### config.mk
export PLATFORM = sky130hd
export DESIGN_NAME = npm_power_manager
export DESIGN_NICKNAME = d
export VERILOG_FILES = /design/src/npm_pkg.sv /design/src/npm_power_manager.sv
export VERILOG_INCLUDE_DIRS = /design/src
export SDC_FILE = /design/constraint.sdc
export NUM_CORES = 1
export LEC_CHECK = 0
export ABC_AREA = 1
export ABC_CLOCK_PERIOD_IN_PS = 6100
export BUFFER_PORTS_ARGS = -buffer_cell sky130_fd_sc_hd__buf_4
export CORE_MARGIN = 2
export CORE_UTILIZATION = 58
export DETAILED_ROUTE_END_ITERATION = 10
export HOLD_SLACK_MARGIN = 0.06
export PLACE_DENSITY = 0.83
export SLEW_MARGIN = 10
export SYNTH_ARGS = -nofsm -noshare
export SYNTH_HDL_FRONTEND = slang
export SYNTH_SLANG_ARGS = --single-unit
export TNS_END_PERCENT = 20
### constraint.sdc
create_clock -name ref_clk -period 6.1 [get_ports ref_clk]
set_input_delay 0 -clock ref_clk [delete_from_list [all_inputs] [get_ports ref_clk]]
set_output_delay 0 -clock ref_clk [all_outputs]
set_load 0.01 [all_outputs]
### src/npm_consts.svh
// Constants of the notebook power manager: offsets, fields, resets, timing.
// Assumes inclusion by bare name from the design, checker and bench files.
`ifndef NPM_CONSTS_SVH
`define NPM_CONSTS_SVH
`define NPM_ADDR_CTRL 8'h00
`define NPM_ADDR_STATUS 8'h04
`define NPM_ADDR_SCHED 8'h08
`define NPM_ADDR_VIDTMR 8'h0c
`define NPM_ADDR_FLAGS 8'h10
// Control register fields
`define NPM_C_FLOPPY 0
`define NPM_C_SERIAL 1
`define NPM_C_IR 2
`define NPM_C_PAR 3
`define NPM_C_FDPAR 4
`define NPM_C_MODEM 5
`define NPM_C_CPUSTOP 6
`define NPM_C_RING 7
`define NPM_C_GOMEM 8
`define NPM_C_GODISK 9
`define NPM_C_SCHED 10
`define NPM_C_OPTICAL 12
`define NPM_C_HDD 13
`define NPM_CTRL_RST 14'h302f
`define NPM_VIDTMR_RST 32'h0000ffff
// Flag register fields
`define NPM_F_MODEMLOST 0
`define NPM_F_RESUMED 1
// Thermal thresholds in degrees C
`define NPM_CPU_THROTTLE 8'h50
`define NPM_CPU_SHUTDOWN 8'h5f
`define NPM_CPU_NORMAL 8'h4b
`define NPM_SYS_FULL 8'h38
`define NPM_SYS_TRICKLE 8'h3a
`define NPM_SYS_SHUTDOWN 8'h55
// Drive reset hold time
`define NPM_CLK_MHZ 100
`define NPM_DRV_RST_NS 1000
`define NPM_DRV_RST_CYC ((`NPM_DRV_RST_NS * `NPM_CLK_MHZ + 999) / 1000)
`endif

### src/npm_pkg.sv
// Types of the notebook power manager.
// Assumes nothing beyond a SystemVerilog compiler.
package npm_pkg;
  // System suspend sequencer states
  typedef enum logic [5:0] {
    ST_RUN = 6'b000001,
    ST_DOWN = 6'b000010,
    ST_STR = 6'b000100,
    ST_STD = 6'b001000,
    ST_CHECK = 6'b010000,
    ST_WAKE = 6'b100000
  } npm_state_t;
  // Removable drive power sequence states
  typedef enum logic [3:0] {
    DR_OFF = 4'b0001,
    DR_RESET = 4'b0010,
    DR_ON = 4'b0100,
    DR_ISO = 4'b1000
  } npm_drive_t;
endpackage

### src/npm_power_manager.sv
// Notebook power manager: peripheral power sequencing, thermal control,
// suspend to memory and disk, resume evaluation, APB register access.
// Assumes inputs synchronous to ref_clk and an APB master.
`include "npm_consts.svh"
module npm_power_manager #(
  parameter int VID_TMR_W = 16, // Video inactivity timer width
  parameter int DRV_RST_CYC = `NPM_DRV_RST_CYC // Drive reset hold
) (
  input wire logic ref_clk, // System clock, 100 MHz
  input wire logic sys_rst, // Asynchronous reset, active high
  input wire logic [7:0] paddr, // APB address
  input wire logic psel, // APB select
  input wire logic penable, // APB enable
  input wire logic pwrite, // APB direction
  input wire logic [31:0] pwdata, // APB write data
  output logic [31:0] prdata, // APB read data
  output logic pready, // APB ready
  output logic pslverr, // APB error on unmapped address
  input wire logic ps2KeyActivity, // PS/2 keyboard activity
  input wire logic ps2MouseActivity, // PS/2 mouse activity
  input wire logic internalKeystroke, // Internal keyboard key
  input wire logic primaryKeystroke, // Primary PS/2 port key
  input wire logic lidOpen, // Lid switch, high when open
  input wire logic batteryVeryLow, // Battery very low level
  input wire logic busHoldAck, // Bus masters and DMA halted
  input wire logic cpuThermalAlarmN, // CPU thermal alarm, low
  input wire logic [7:0] cpuTemp, // CPU temperature, deg C
  input wire logic [7:0] systemThermalInput, // System temp, deg C
  input wire logic [15:0] rtcTime, // Current time of day
  input wire logic [15:0] rtcDate, // Current date
  output logic driveBufferIsolate, // Drive buffer isolated
  output logic removableDrivePowerOn, // Optical and floppy power
  output logic driveResetN, // Optical drive reset, low
  output logic hddPowerOn, // Hard disk power
  output logic floppyControllerDecode, // Floppy decode enable
  output logic floppyPllEnable, // Floppy controller PLL
  output logic videoPowerDown, // Video suspend
  output logic firstSerialDecode, // First serial decode
  output logic firstSerialOutEnable, // First serial outputs
  output logic serialTransceiverPowerDownN, // Transceiver, low
  output logic ringResumeEnable, // Ring pass-through wanted
  output logic secondSerialOutEnable, // Infrared outputs
  output logic clk14Enable, // Shared 14 MHz clock
  output logic parallelDecode, // Parallel port decode
  output logic modemPowerOnN, // Modem power, low
  output logic modemClockEnable, // Modem dedicated clocks
  output logic busHoldReq, // Halt bus masters and DMA
  output logic cpuClockStop, // CPU clock stopped
  output logic cpuThrottle, // CPU clock throttling
  output logic fullCharge, // Full battery charging
  output logic trickleCharge, // Trickle battery charging
  output logic systemShutdown, // Thermal shutdown
  output logic clockGenEnable, // Clock generator enable
  output logic systemPowerOn, // Main machine power
  output logic [4:0] lowPowerForce, // Audio,xcvr,ir,kbc,card
  output logic smiRequest // SMI request, level while in memory suspend with battery very low
);
  ////////////////////////////////////////////////////////////////////
  // Elaboration checks
  if (VID_TMR_W < 1 || VID_TMR_W > 32) begin : g_chk_w
    $error("VID_TMR_W must be 1 to 32");
  end
  if (DRV_RST_CYC < 1 || DRV_RST_CYC > 255) begin : g_chk_r
    $error("DRV_RST_CYC must be 1 to 255");
  end
  // Address match shared by write and read decode
  function automatic logic hit(input logic [7:0] a, input logic [7:0] r);
    hit = (a == r);
  endfunction
  ////////////////////////////////////////////////////////////////////
  // Registers and state
  logic [13:0] ctrl; // Control bits
  logic [31:0] sched; // Date high, time low
  logic [31:0] vidReload; // Video timer reload
  logic [1:0] flags; // Sticky flags
  npm_pkg::npm_state_t state; // Suspend sequencer
  npm_pkg::npm_state_t next_state; // Next sequencer state
  npm_pkg::npm_drive_t drive; // Drive power sequence
  npm_pkg::npm_drive_t next_drive; // Next drive state
  logic [7:0] rstCnt; // Drive reset hold count
  logic [1:0] serialLvl; // 3 full on, 0 fully down
  logic irLvl; // Infrared outputs on
  logic [VID_TMR_W-1:0] vidCnt; // Video inactivity count
  logic diskMode; // Current suspend targets disk
  logic lidPrev; // Lid level last cycle
  logic modemPrev; // Modem power last cycle
  ////////////////////////////////////////////////////////////////////
  // APB decode
  wire setup = psel & ~penable; // First cycle of transfer
  wire access = psel & penable; // Access phase
  wire wrEn = access & pwrite; // Write takes effect
  wire hitCtrl = hit(paddr, `NPM_ADDR_CTRL);
  wire hitStat = hit(paddr, `NPM_ADDR_STATUS);
  wire hitSched = hit(paddr, `NPM_ADDR_SCHED);
  wire hitVid = hit(paddr, `NPM_ADDR_VIDTMR);
  wire hitFlags = hit(paddr, `NPM_ADDR_FLAGS);
  wire mapped = hitCtrl | hitStat | hitSched | hitVid | hitFlags;
  assign pready = access; // No wait states
  assign pslverr = access & ~mapped; // Unmapped address answer
  wire wrCtrl = wrEn & hitCtrl;
  ////////////////////////////////////////////////////////////////////
  // Derived conditions
  wire run = (state == npm_pkg::ST_RUN);
  wire goMem = wrCtrl & pwdata[`NPM_C_GOMEM];
  wire diskOk = ~(ctrl[`NPM_C_SCHED] | pwdata[`NPM_C_SCHED]) |
                batteryVeryLow;
  wire goDisk = wrCtrl & pwdata[`NPM_C_GODISK] & diskOk;
  wire lidRise = lidOpen & ~lidPrev;
  wire keyWake = internalKeystroke | primaryKeystroke;
  wire timeMatch = ctrl[`NPM_C_SCHED] & (rtcTime == sched[15:0]);
  wire dateFuture = sched[31:16] > rtcDate;
  wire driveWant = run & (ctrl[`NPM_C_FLOPPY] | ctrl[`NPM_C_OPTICAL]);
  wire serialWant = run & ctrl[`NPM_C_SERIAL];
  wire irWant = run & ctrl[`NPM_C_IR];
  wire floppyOn = removableDrivePowerOn & ctrl[`NPM_C_FLOPPY];
  wire clkNeed = floppyOn | (serialLvl != 2'h0) | irLvl;
  wire allLow = (drive == npm_pkg::DR_OFF) & (serialLvl == 2'h0) &
                ~irLvl & ~clk14Enable & videoPowerDown & cpuClockStop;
  wire vidRetrig = ps2KeyActivity | ps2MouseActivity;
  ////////////////////////////////////////////////////////////////////
  // Suspend sequencer next state
  always_comb begin
    next_state = state;
    case (state)
      npm_pkg::ST_RUN: // Suspend request starts shutdown
        if ((goMem | goDisk) & ~systemShutdown)
          next_state = npm_pkg::ST_DOWN;
      npm_pkg::ST_DOWN: // Wait for all low power
        if (allLow)
          next_state = diskMode ? npm_pkg::ST_STD : npm_pkg::ST_STR;
      npm_pkg::ST_STR: // Memory suspend wake events
        if (lidRise | keyWake)
          next_state = npm_pkg::ST_WAKE;
        else if (timeMatch & dateFuture)
          next_state = npm_pkg::ST_CHECK;
        else if (timeMatch)
          next_state = npm_pkg::ST_WAKE;
      npm_pkg::ST_STD: // Only lid opening leaves
        if (lidRise)
          next_state = npm_pkg::ST_WAKE;
      npm_pkg::ST_CHECK: // Date check, then back down
        if (~timeMatch)
          next_state = npm_pkg::ST_STR;
      npm_pkg::ST_WAKE: next_state = npm_pkg::ST_RUN;
      default: next_state = npm_pkg::ST_RUN;
    endcase
  end
  // Sequencer state and suspend target
  always_ff @(posedge ref_clk or posedge sys_rst) begin
    if (sys_rst) begin
      state <= npm_pkg::ST_RUN;
      diskMode <= 1'b0;
      lidPrev <= 1'b0;
    end else begin
      state <= next_state;
      lidPrev <= lidOpen;
      if (run & (goMem | goDisk))
        diskMode <= goDisk;
    end
  end
  ////////////////////////////////////////////////////////////////////
  // Removable drive power sequence
  always_comb begin
    next_drive = drive;
    case (drive)
      npm_pkg::DR_OFF: // Power up with reset held
        if (driveWant)
          next_drive = npm_pkg::DR_RESET;
      npm_pkg::DR_RESET: // Buffer after reset time
        if (rstCnt == 8'h00)
          next_drive = npm_pkg::DR_ON;
      npm_pkg::DR_ON: // Isolate before power off
        if (~driveWant)
          next_drive = npm_pkg::DR_ISO;
      npm_pkg::DR_ISO: next_drive = npm_pkg::DR_OFF;
      default: next_drive = npm_pkg::DR_OFF;
    endcase
  end
  // Drive state and reset counter
  always_ff @(posedge ref_clk or posedge sys_rst) begin
    if (sys_rst) begin
      drive <= npm_pkg::DR_OFF;
      rstCnt <= 8'h00;
    end else begin
      drive <= next_drive;
      if (drive != npm_pkg::DR_RESET)
        rstCnt <= 8'(DRV_RST_CYC - 1);
      else if (rstCnt != 8'h00)
        rstCnt <= rstCnt - 8'h01;
    end
  end
  // Drive pins follow the sequence
  assign removableDrivePowerOn = (drive != npm_pkg::DR_OFF);
  assign driveResetN = (drive == npm_pkg::DR_ON);
  assign driveBufferIsolate = (drive != npm_pkg::DR_ON);
  assign floppyControllerDecode = floppyOn;
  assign floppyPllEnable = clkNeed;
  ////////////////////////////////////////////////////////////////////
  // Serial and infrared stepping; clock follows one cycle late
  always_ff @(posedge ref_clk or posedge sys_rst) begin
    if (sys_rst) begin
      serialLvl <= 2'h3;
      irLvl <= 1'b1;
      clk14Enable <= 1'b1;
    end else begin
      clk14Enable <= clkNeed | serialWant | irWant |
                     (run & ctrl[`NPM_C_FLOPPY]);
      // Down one step a cycle; up only with clock running
      if (~serialWant & serialLvl != 2'h0)
        serialLvl <= serialLvl - 2'h1;
      else if (serialWant & clk14Enable & serialLvl != 2'h3)
        serialLvl <= serialLvl + 2'h1;
      if (~irWant)
        irLvl <= 1'b0;
      else if (clk14Enable)
        irLvl <= 1'b1;
    end
  end
  // Serial pins from the step level, ring enable from control
  assign firstSerialDecode = (serialLvl == 2'h3);
  assign firstSerialOutEnable = (serialLvl >= 2'h2);
  assign serialTransceiverPowerDownN = (serialLvl != 2'h0);
  assign ringResumeEnable = ctrl[`NPM_C_RING];
  assign secondSerialOutEnable = irLvl;
  // Parallel port: decode only, held for floppy use
  assign parallelDecode = ctrl[`NPM_C_PAR] | ctrl[`NPM_C_FDPAR];
  ////////////////////////////////////////////////////////////////////
  // Video inactivity timer, PS/2 retriggered only
  always_ff @(posedge ref_clk or posedge sys_rst) begin
    if (sys_rst)
      vidCnt <= '1;
    else if (vidRetrig)
      vidCnt <= vidReload[VID_TMR_W-1:0];
    else if (vidCnt != '0)
      vidCnt <= vidCnt - 1'b1;
  end
  assign videoPowerDown = (vidCnt == '0) | ~run;
  ////////////////////////////////////////////////////////////////////
  // Modem, CPU clock and suspend-wide outputs
  assign modemPowerOnN = ~ctrl[`NPM_C_MODEM];
  assign modemClockEnable = ctrl[`NPM_C_MODEM];
  assign busHoldReq = ctrl[`NPM_C_CPUSTOP] | ~run;
  assign clockGenEnable = (state != npm_pkg::ST_STR);
  assign systemPowerOn = (state != npm_pkg::ST_STD) & ~systemShutdown;
  assign hddPowerOn = ctrl[`NPM_C_HDD] &
                      (run | (state == npm_pkg::ST_DOWN & diskMode));
  // Force listed devices low at suspend start
  genvar gi;
  for (gi = 0; gi < 5; gi++) begin : g_force
    assign lowPowerForce[gi] = ~run;
  end
  // Hold wanted next cycle
  wire holdNext = (next_state != npm_pkg::ST_RUN) |
                  (wrCtrl ? pwdata[`NPM_C_CPUSTOP] : ctrl[`NPM_C_CPUSTOP]);
  // CPU clock stop waits for bus hold acknowledge
  always_ff @(posedge ref_clk or posedge sys_rst) begin
    if (sys_rst)
      cpuClockStop <= 1'b0;
    else
      cpuClockStop <= holdNext & busHoldReq & busHoldAck;
  end
  ////////////////////////////////////////////////////////////////////
  // Thermal control with hysteresis
  always_ff @(posedge ref_clk or posedge sys_rst) begin
    if (sys_rst) begin
      cpuThrottle <= 1'b0;
      fullCharge <= 1'b1;
      trickleCharge <= 1'b0;
      systemShutdown <= 1'b0;
    end else begin
      // CPU alarm throttles, clears at normal level
      if (~cpuThermalAlarmN & cpuTemp > `NPM_CPU_THROTTLE)
        cpuThrottle <= 1'b1;
      else if (cpuTemp <= `NPM_CPU_NORMAL)
        cpuThrottle <= 1'b0;
      // Charger mode from system temperature
      if (systemThermalInput < `NPM_SYS_FULL) begin
        fullCharge <= 1'b1;
        trickleCharge <= 1'b0;
      end else if (systemThermalInput > `NPM_SYS_TRICKLE) begin
        fullCharge <= 1'b0;
        trickleCharge <= 1'b1;
      end
      // Shutdown holds until reset
      if ((~cpuThermalAlarmN & cpuTemp > `NPM_CPU_SHUTDOWN) |
          (systemThermalInput > `NPM_SYS_SHUTDOWN))
        systemShutdown <= 1'b1;
    end
  end
  ////////////////////////////////////////////////////////////////////
  // Register writes, sticky flags and SMI
  always_ff @(posedge ref_clk or posedge sys_rst) begin
    if (sys_rst) begin
      ctrl <= `NPM_CTRL_RST;
      sched <= 32'h00000000;
      vidReload <= `NPM_VIDTMR_RST;
      flags <= 2'h0;
      modemPrev <= 1'b1;
      smiRequest <= 1'b0;
    end else begin
      modemPrev <= ctrl[`NPM_C_MODEM];
      smiRequest <= (state == npm_pkg::ST_STR) & batteryVeryLow;
      if (wrCtrl)
        ctrl <= pwdata[13:0] & 14'h3cff;
      if (wrEn & hitSched)
        sched <= pwdata;
      if (wrEn & hitVid)
        vidReload <= pwdata;
      // Schedule disables itself after a real resume
      if (state == npm_pkg::ST_STR & timeMatch & ~dateFuture)
        ctrl[`NPM_C_SCHED] <= 1'b0;
      // Write one clears; a new event wins
      if (wrEn & hitFlags)
        flags <= flags & ~pwdata[1:0];
      if (modemPrev & ~ctrl[`NPM_C_MODEM])
        flags[`NPM_F_MODEMLOST] <= 1'b1;
      if (state == npm_pkg::ST_WAKE)
        flags[`NPM_F_RESUMED] <= 1'b1;
    end
  end
  ////////////////////////////////////////////////////////////////////
  // Read data captured in the setup cycle
  wire [31:0] statusWord = {8'h00, serialLvl, irLvl, clk14Enable,
                            drive, 2'h0, state, diskMode, systemShutdown,
                            cpuThrottle, cpuClockStop, fullCharge,
                            trickleCharge, videoPowerDown,
                            removableDrivePowerOn};
  wire [31:0] rdMux = hitCtrl ? {18'h00000, ctrl} :
                      hitStat ? statusWord :
                      hitSched ? sched :
                      hitVid ? vidReload :
                      hitFlags ? {30'h00000000, flags} : 32'h00000000;
  always_ff @(posedge ref_clk or posedge sys_rst) begin
    if (sys_rst)
      prdata <= 32'h00000000;
    else if (setup & ~pwrite)
      prdata <= rdMux;
  end
endmodule

==> results.txt <==
The reg-to-reg setup timing slack is 3780 ps. The clock transition at the register clock pins on the worst setup and hold paths after CTS came out at 60 ps. The starting density of the core is 0.587. The leading register cell type out of synthesis is sky130_fd_sc_hd__dfrtp_1.

The number of DRC markers in iteration 0 came out at 892. The critical path startpoint category is an input port. The maximum achievable frequency came out at 399 MHz. CTS placed an instance of sky130_fd_sc_hd__clkbuf_16 at the clock tree root. The count of buffers inserted at the top-level ports is 164. For met2 alone, demand over resource in global routing was 0.523. The count of nets after finishing came out at 1431.

Dividing the synthesized area by the synthesized cell count gives 7.66 um2. The maximum vdd ir drop is 0.298 mV. The total number of vias is 8213. The clock period minus final worst setup slack came out at 2510 ps. The number of instances in the synthesized netlist is 1106.

TritonCTS built the clock tree. The layout overhead on the synthesized area is 28.6%. The post-synthesis register bit count came out at 157.

The met3 track demand over resource in global routing is 0.0743. The path with the worst hold slack has its endpoint at state[4]$_DFF_PP0_. The total of cells resized after clock tree synthesis came out at 0. The routing layer with the top usage in global route is met2.

The share of post-route cells with drive strength above 1 came out at 0.210. The category of the most critical setup path is in -> reg. Counting the fill cells in the layout gives 1010. Detailed placement ended at an HPWL of 17200 um. The die height is 125 um. The proportion of register bits with asynchronous set or reset after synthesis came out at 1.00. The worst clock skew came out at 9.36 ps. The destination of the worst register-to-register timing path is cpuClockStop$_DFF_PP0_. The total instance count after detailed placement is 1424. The top-level I/O count is 165.

The count of warnings emitted by yosys came out at 0. The startpoint identified for the worst hold timing path is rtcTime[12]. The total power of the final layout came out at 2.88 mW. The core area is 14400 um2. The global-route track usage on met1 is 0.416. The logic depth of the worst register-to-register path came out at 7. The initial antenna violation count came to 0. Once placement finished, the instance area stood at 9780 um2. The average wire length per cell after detail routing came out at 16.1 um. The final standard cell count with taps included and fillers excluded came out at 1508. The count of standard-cell rows came out at 44.

The number of optimization iterations in the first detailed-route pass is 6. The transition time at the pin with the least slew margin came out at 1100 ps. The synthesized design contains 0 enable-type register cells.

The total number of H-tree levels came out at 4. The number of diodes added for antenna fixing is 0. The class of the tightest hold or removal check is in -> reg. Across every metal layer, demand over resource in global routing totals 0.322. The number of maximum-capacitance violations is 0. The die footprint is 15600 um2. For this run, the register share of the synthesized area comes to 0.471. The library cell used most frequently in the layout, excluding fill and tap cells, is sky130_fd_sc_hd__nand2_1. In the layout the commonest cells are sky130_fd_sc_hd__nand2_1 (296), sky130_fd_sc_hd__inv_1 (184), sky130_fd_sc_hd__buf_4 (167), sky130_fd_sc_hd__dfrtp_1 (110).

Setup repair after global routing left no endpoint under its margin. The number of nets with antenna violations after routing came out at 0. For this design the ratio of total power to cell area is 264 nW/um2. The count of final max-slew check failures is 0. The last weighted congestion value of the routability-driven placer is 0.950. The largest net degree at the start of global routing came out at 112. The global route total overflow came out at 0. When the netlist entered floorplanning its net count stood at 1226. The launching point of the worst reg2reg path is state[3]$_DFF_PP0_.

The largest fanout on the critical path is 25. The flow ran to the end, and the final reports show no timing, DRC or antenna violations. Summed over all cells, the static leakage comes to 5.66 nW. The hold-critical path depth came out at 8. The final hold violation count is 0. The post-route clock period utilization came out at 0.411. In this run, CTS created clock tree buffers numbering 17. Measured along the x axis, the die boundary spans 125 um. After synthesis the cells add up to 8470 um2. The detailed-route DRC error count is 0. The number of different library cells used by synthesis comes to 39.

The count of clock tree sinks is 157. Data arrives at the worst endpoint at 2880 ps. The largest buffer count on any clock path came out at 2. The wire length of the first global-routing pass is 39800 um.

The required time of the critical path is 6470 ps. The number of global-route vias before repair was 8071. The final layout contains routed wiring with a total length of 24300 um. Adding up every negative setup slack in the final design gives 0 ps.

The total setup violations reported at the end of the flow is 0. The worst pin sits at a relative slew slack of 0.266. The design area came out at 10900 um2.

The later pin in the worst-skew pair is clocked with a latency of 430 ps. Using the TritonRoute via totals, the vias-per-cell ratio works out to 5.45. STA classifies the critical path endpoint as a flop.
## sequential cells by signal, indices dropped and copies added (netlist names), 2 cells and up
signal	flops
flags	2
serialLvl	2
vidCnt	16
vidReload	32
sched	32
prdata	32
ctrl	12
drive	4
rstCnt	8
state	6
## cell families (layout without fill, tap and decap cells)
kind of cell	Yosys count	in the layout	share of synthesized area
adder cells (fa/ha/maj)	19	19	0.0281
XOR/XNOR	14	14	0.0145
AO/OA/AOI/OAI	221	221	0.141
AND/OR/NAND/NOR	469	469	0.239
flip-flops	157	157	0.471
buffers and inverters	226	444	0.107
## report_power, final
| part | leakage [nW] | switching, mW | total [mW] | internal, mW |
|---|---|---|---|---|
| Combinational | 3.43 | 0.379 | 0.632 | 0.253 |
| Clock | 0.285 | 0.423 | 1.06 | 0.642 |
| Sequential | 1.94 | 0.0476 | 1.18 | 1.13 |
## cells in the mapped netlist, types with 2 or more instances
library cell | n | area, um2
sky130_fd_sc_hd__o221ai_1 | 6 | 52.6
sky130_fd_sc_hd__inv_1 | 185 | 694
sky130_fd_sc_hd__dfrtp_1 | 110 | 2750
sky130_fd_sc_hd__buf_4 | 7 | 52.6
sky130_fd_sc_hd__nand2_1 | 297 | 1110
sky130_fd_sc_hd__xnor2_1 | 5 | 43.8
sky130_fd_sc_hd__nor2_1 | 69 | 259
sky130_fd_sc_hd__o211ai_1 | 5 | 37.5
sky130_fd_sc_hd__a21oi_1 | 51 | 255
sky130_fd_sc_hd__buf_2 | 16 | 80.1
sky130_fd_sc_hd__a22o_1 | 8 | 70.1
sky130_fd_sc_hd__dfstp_2 | 47 | 1230
sky130_fd_sc_hd__o21ai_0 | 69 | 345
sky130_fd_sc_hd__o31ai_1 | 3 | 22.5
sky130_fd_sc_hd__nor3_1 | 19 | 95.1
sky130_fd_sc_hd__nor2_4 | 3 | 33.8
sky130_fd_sc_hd__nand3_1 | 35 | 175
sky130_fd_sc_hd__and3_1 | 2 | 12.5
sky130_fd_sc_hd__nand3b_1 | 4 | 30.0
sky130_fd_sc_hd__inv_2 | 8 | 30.0
sky130_fd_sc_hd__nand2_2 | 9 | 56.3
sky130_fd_sc_hd__clkbuf_1 | 9 | 33.8
sky130_fd_sc_hd__o21ai_1 | 68 | 340
sky130_fd_sc_hd__o22ai_1 | 8 | 50.1
sky130_fd_sc_hd__nor2_8 | 2 | 40.0
sky130_fd_sc_hd__xor2_1 | 9 | 78.8
sky130_fd_sc_hd__nor2_2 | 2 | 12.5
sky130_fd_sc_hd__ha_1 | 19 | 238
sky130_fd_sc_hd__nand4_1 | 16 | 100
sky130_fd_sc_hd__or2_2 | 6 | 37.5
## metal layers
| layer | vias up | share of wire |
|---|---|---|
| met3 | 85 | 0.087 |
| li1 | 3935 | - |
| met2 | 413 | 0.48 |
| met5 | - | 0 |
| met4 | 0 | 0.040 |
| met1 | 3780 | 0.40 |
## what timing repair did
| action | CTS | global route |
|---|---|---|
| endpoints found under the hold margin | 181 | 0 |
| hold buffers | 52 | 0 |
| buffers inserted | 0 | 0 |
## worst max path at each step
stage,to,start
after CTS,cpuClockStop$_DFF_PP0_,paddr[3]
after global routing,cpuClockStop$_DFF_PP0_,paddr[3]
after detailed placement,vidReload[13]$_DFFE_PP1P_,paddr[5]
after global placement,vidReload[14]$_DFFE_PP1P_,paddr[5]
final,cpuClockStop$_DFF_PP0_,paddr[3]
after floorplan,cpuClockStop$_DFF_PP0_,sys_rst
## area by class of cell
cell class                      count  area (um2)  share of cell area
Sequential cell                   157        3990               0.366
Multi-Input combinational cell    723        3580               0.329
Timing Repair Buffer              219        1770               0.163
Inverter                          193         729              0.0670
Clock buffer                       21         440              0.0405
Tap cell                          184         230              0.0211
Clock inverter                     11         144              0.0132
## critical path: stages
cell	delay (ps)
sky130_fd_sc_hd__dlygate4sd3_1	540
sky130_fd_sc_hd__buf_4	160
sky130_fd_sc_hd__nor2_2	250
sky130_fd_sc_hd__nand2_2	290
sky130_fd_sc_hd__nor2_4	540
sky130_fd_sc_hd__nand3_1	170
sky130_fd_sc_hd__nand2_1	100
sky130_fd_sc_hd__nand2_1	90
sky130_fd_sc_hd__a21oi_1	160
sky130_fd_sc_hd__dlygate4sd3_1	560
## per-stage QoR
step	worst slack [ps]	hold WS [ps]	util
2_1_floorplan	1940	31.4	-
3_3_place_gp	3850	121	0.678
3_5_place_dp	3750	123	0.678
4_1_cts	3760	88.6	0.755
5_1_grt	3480	142	0.755
6_report	3590	104	0.755
Note: power is estimated with default switching activity, not from simulation.
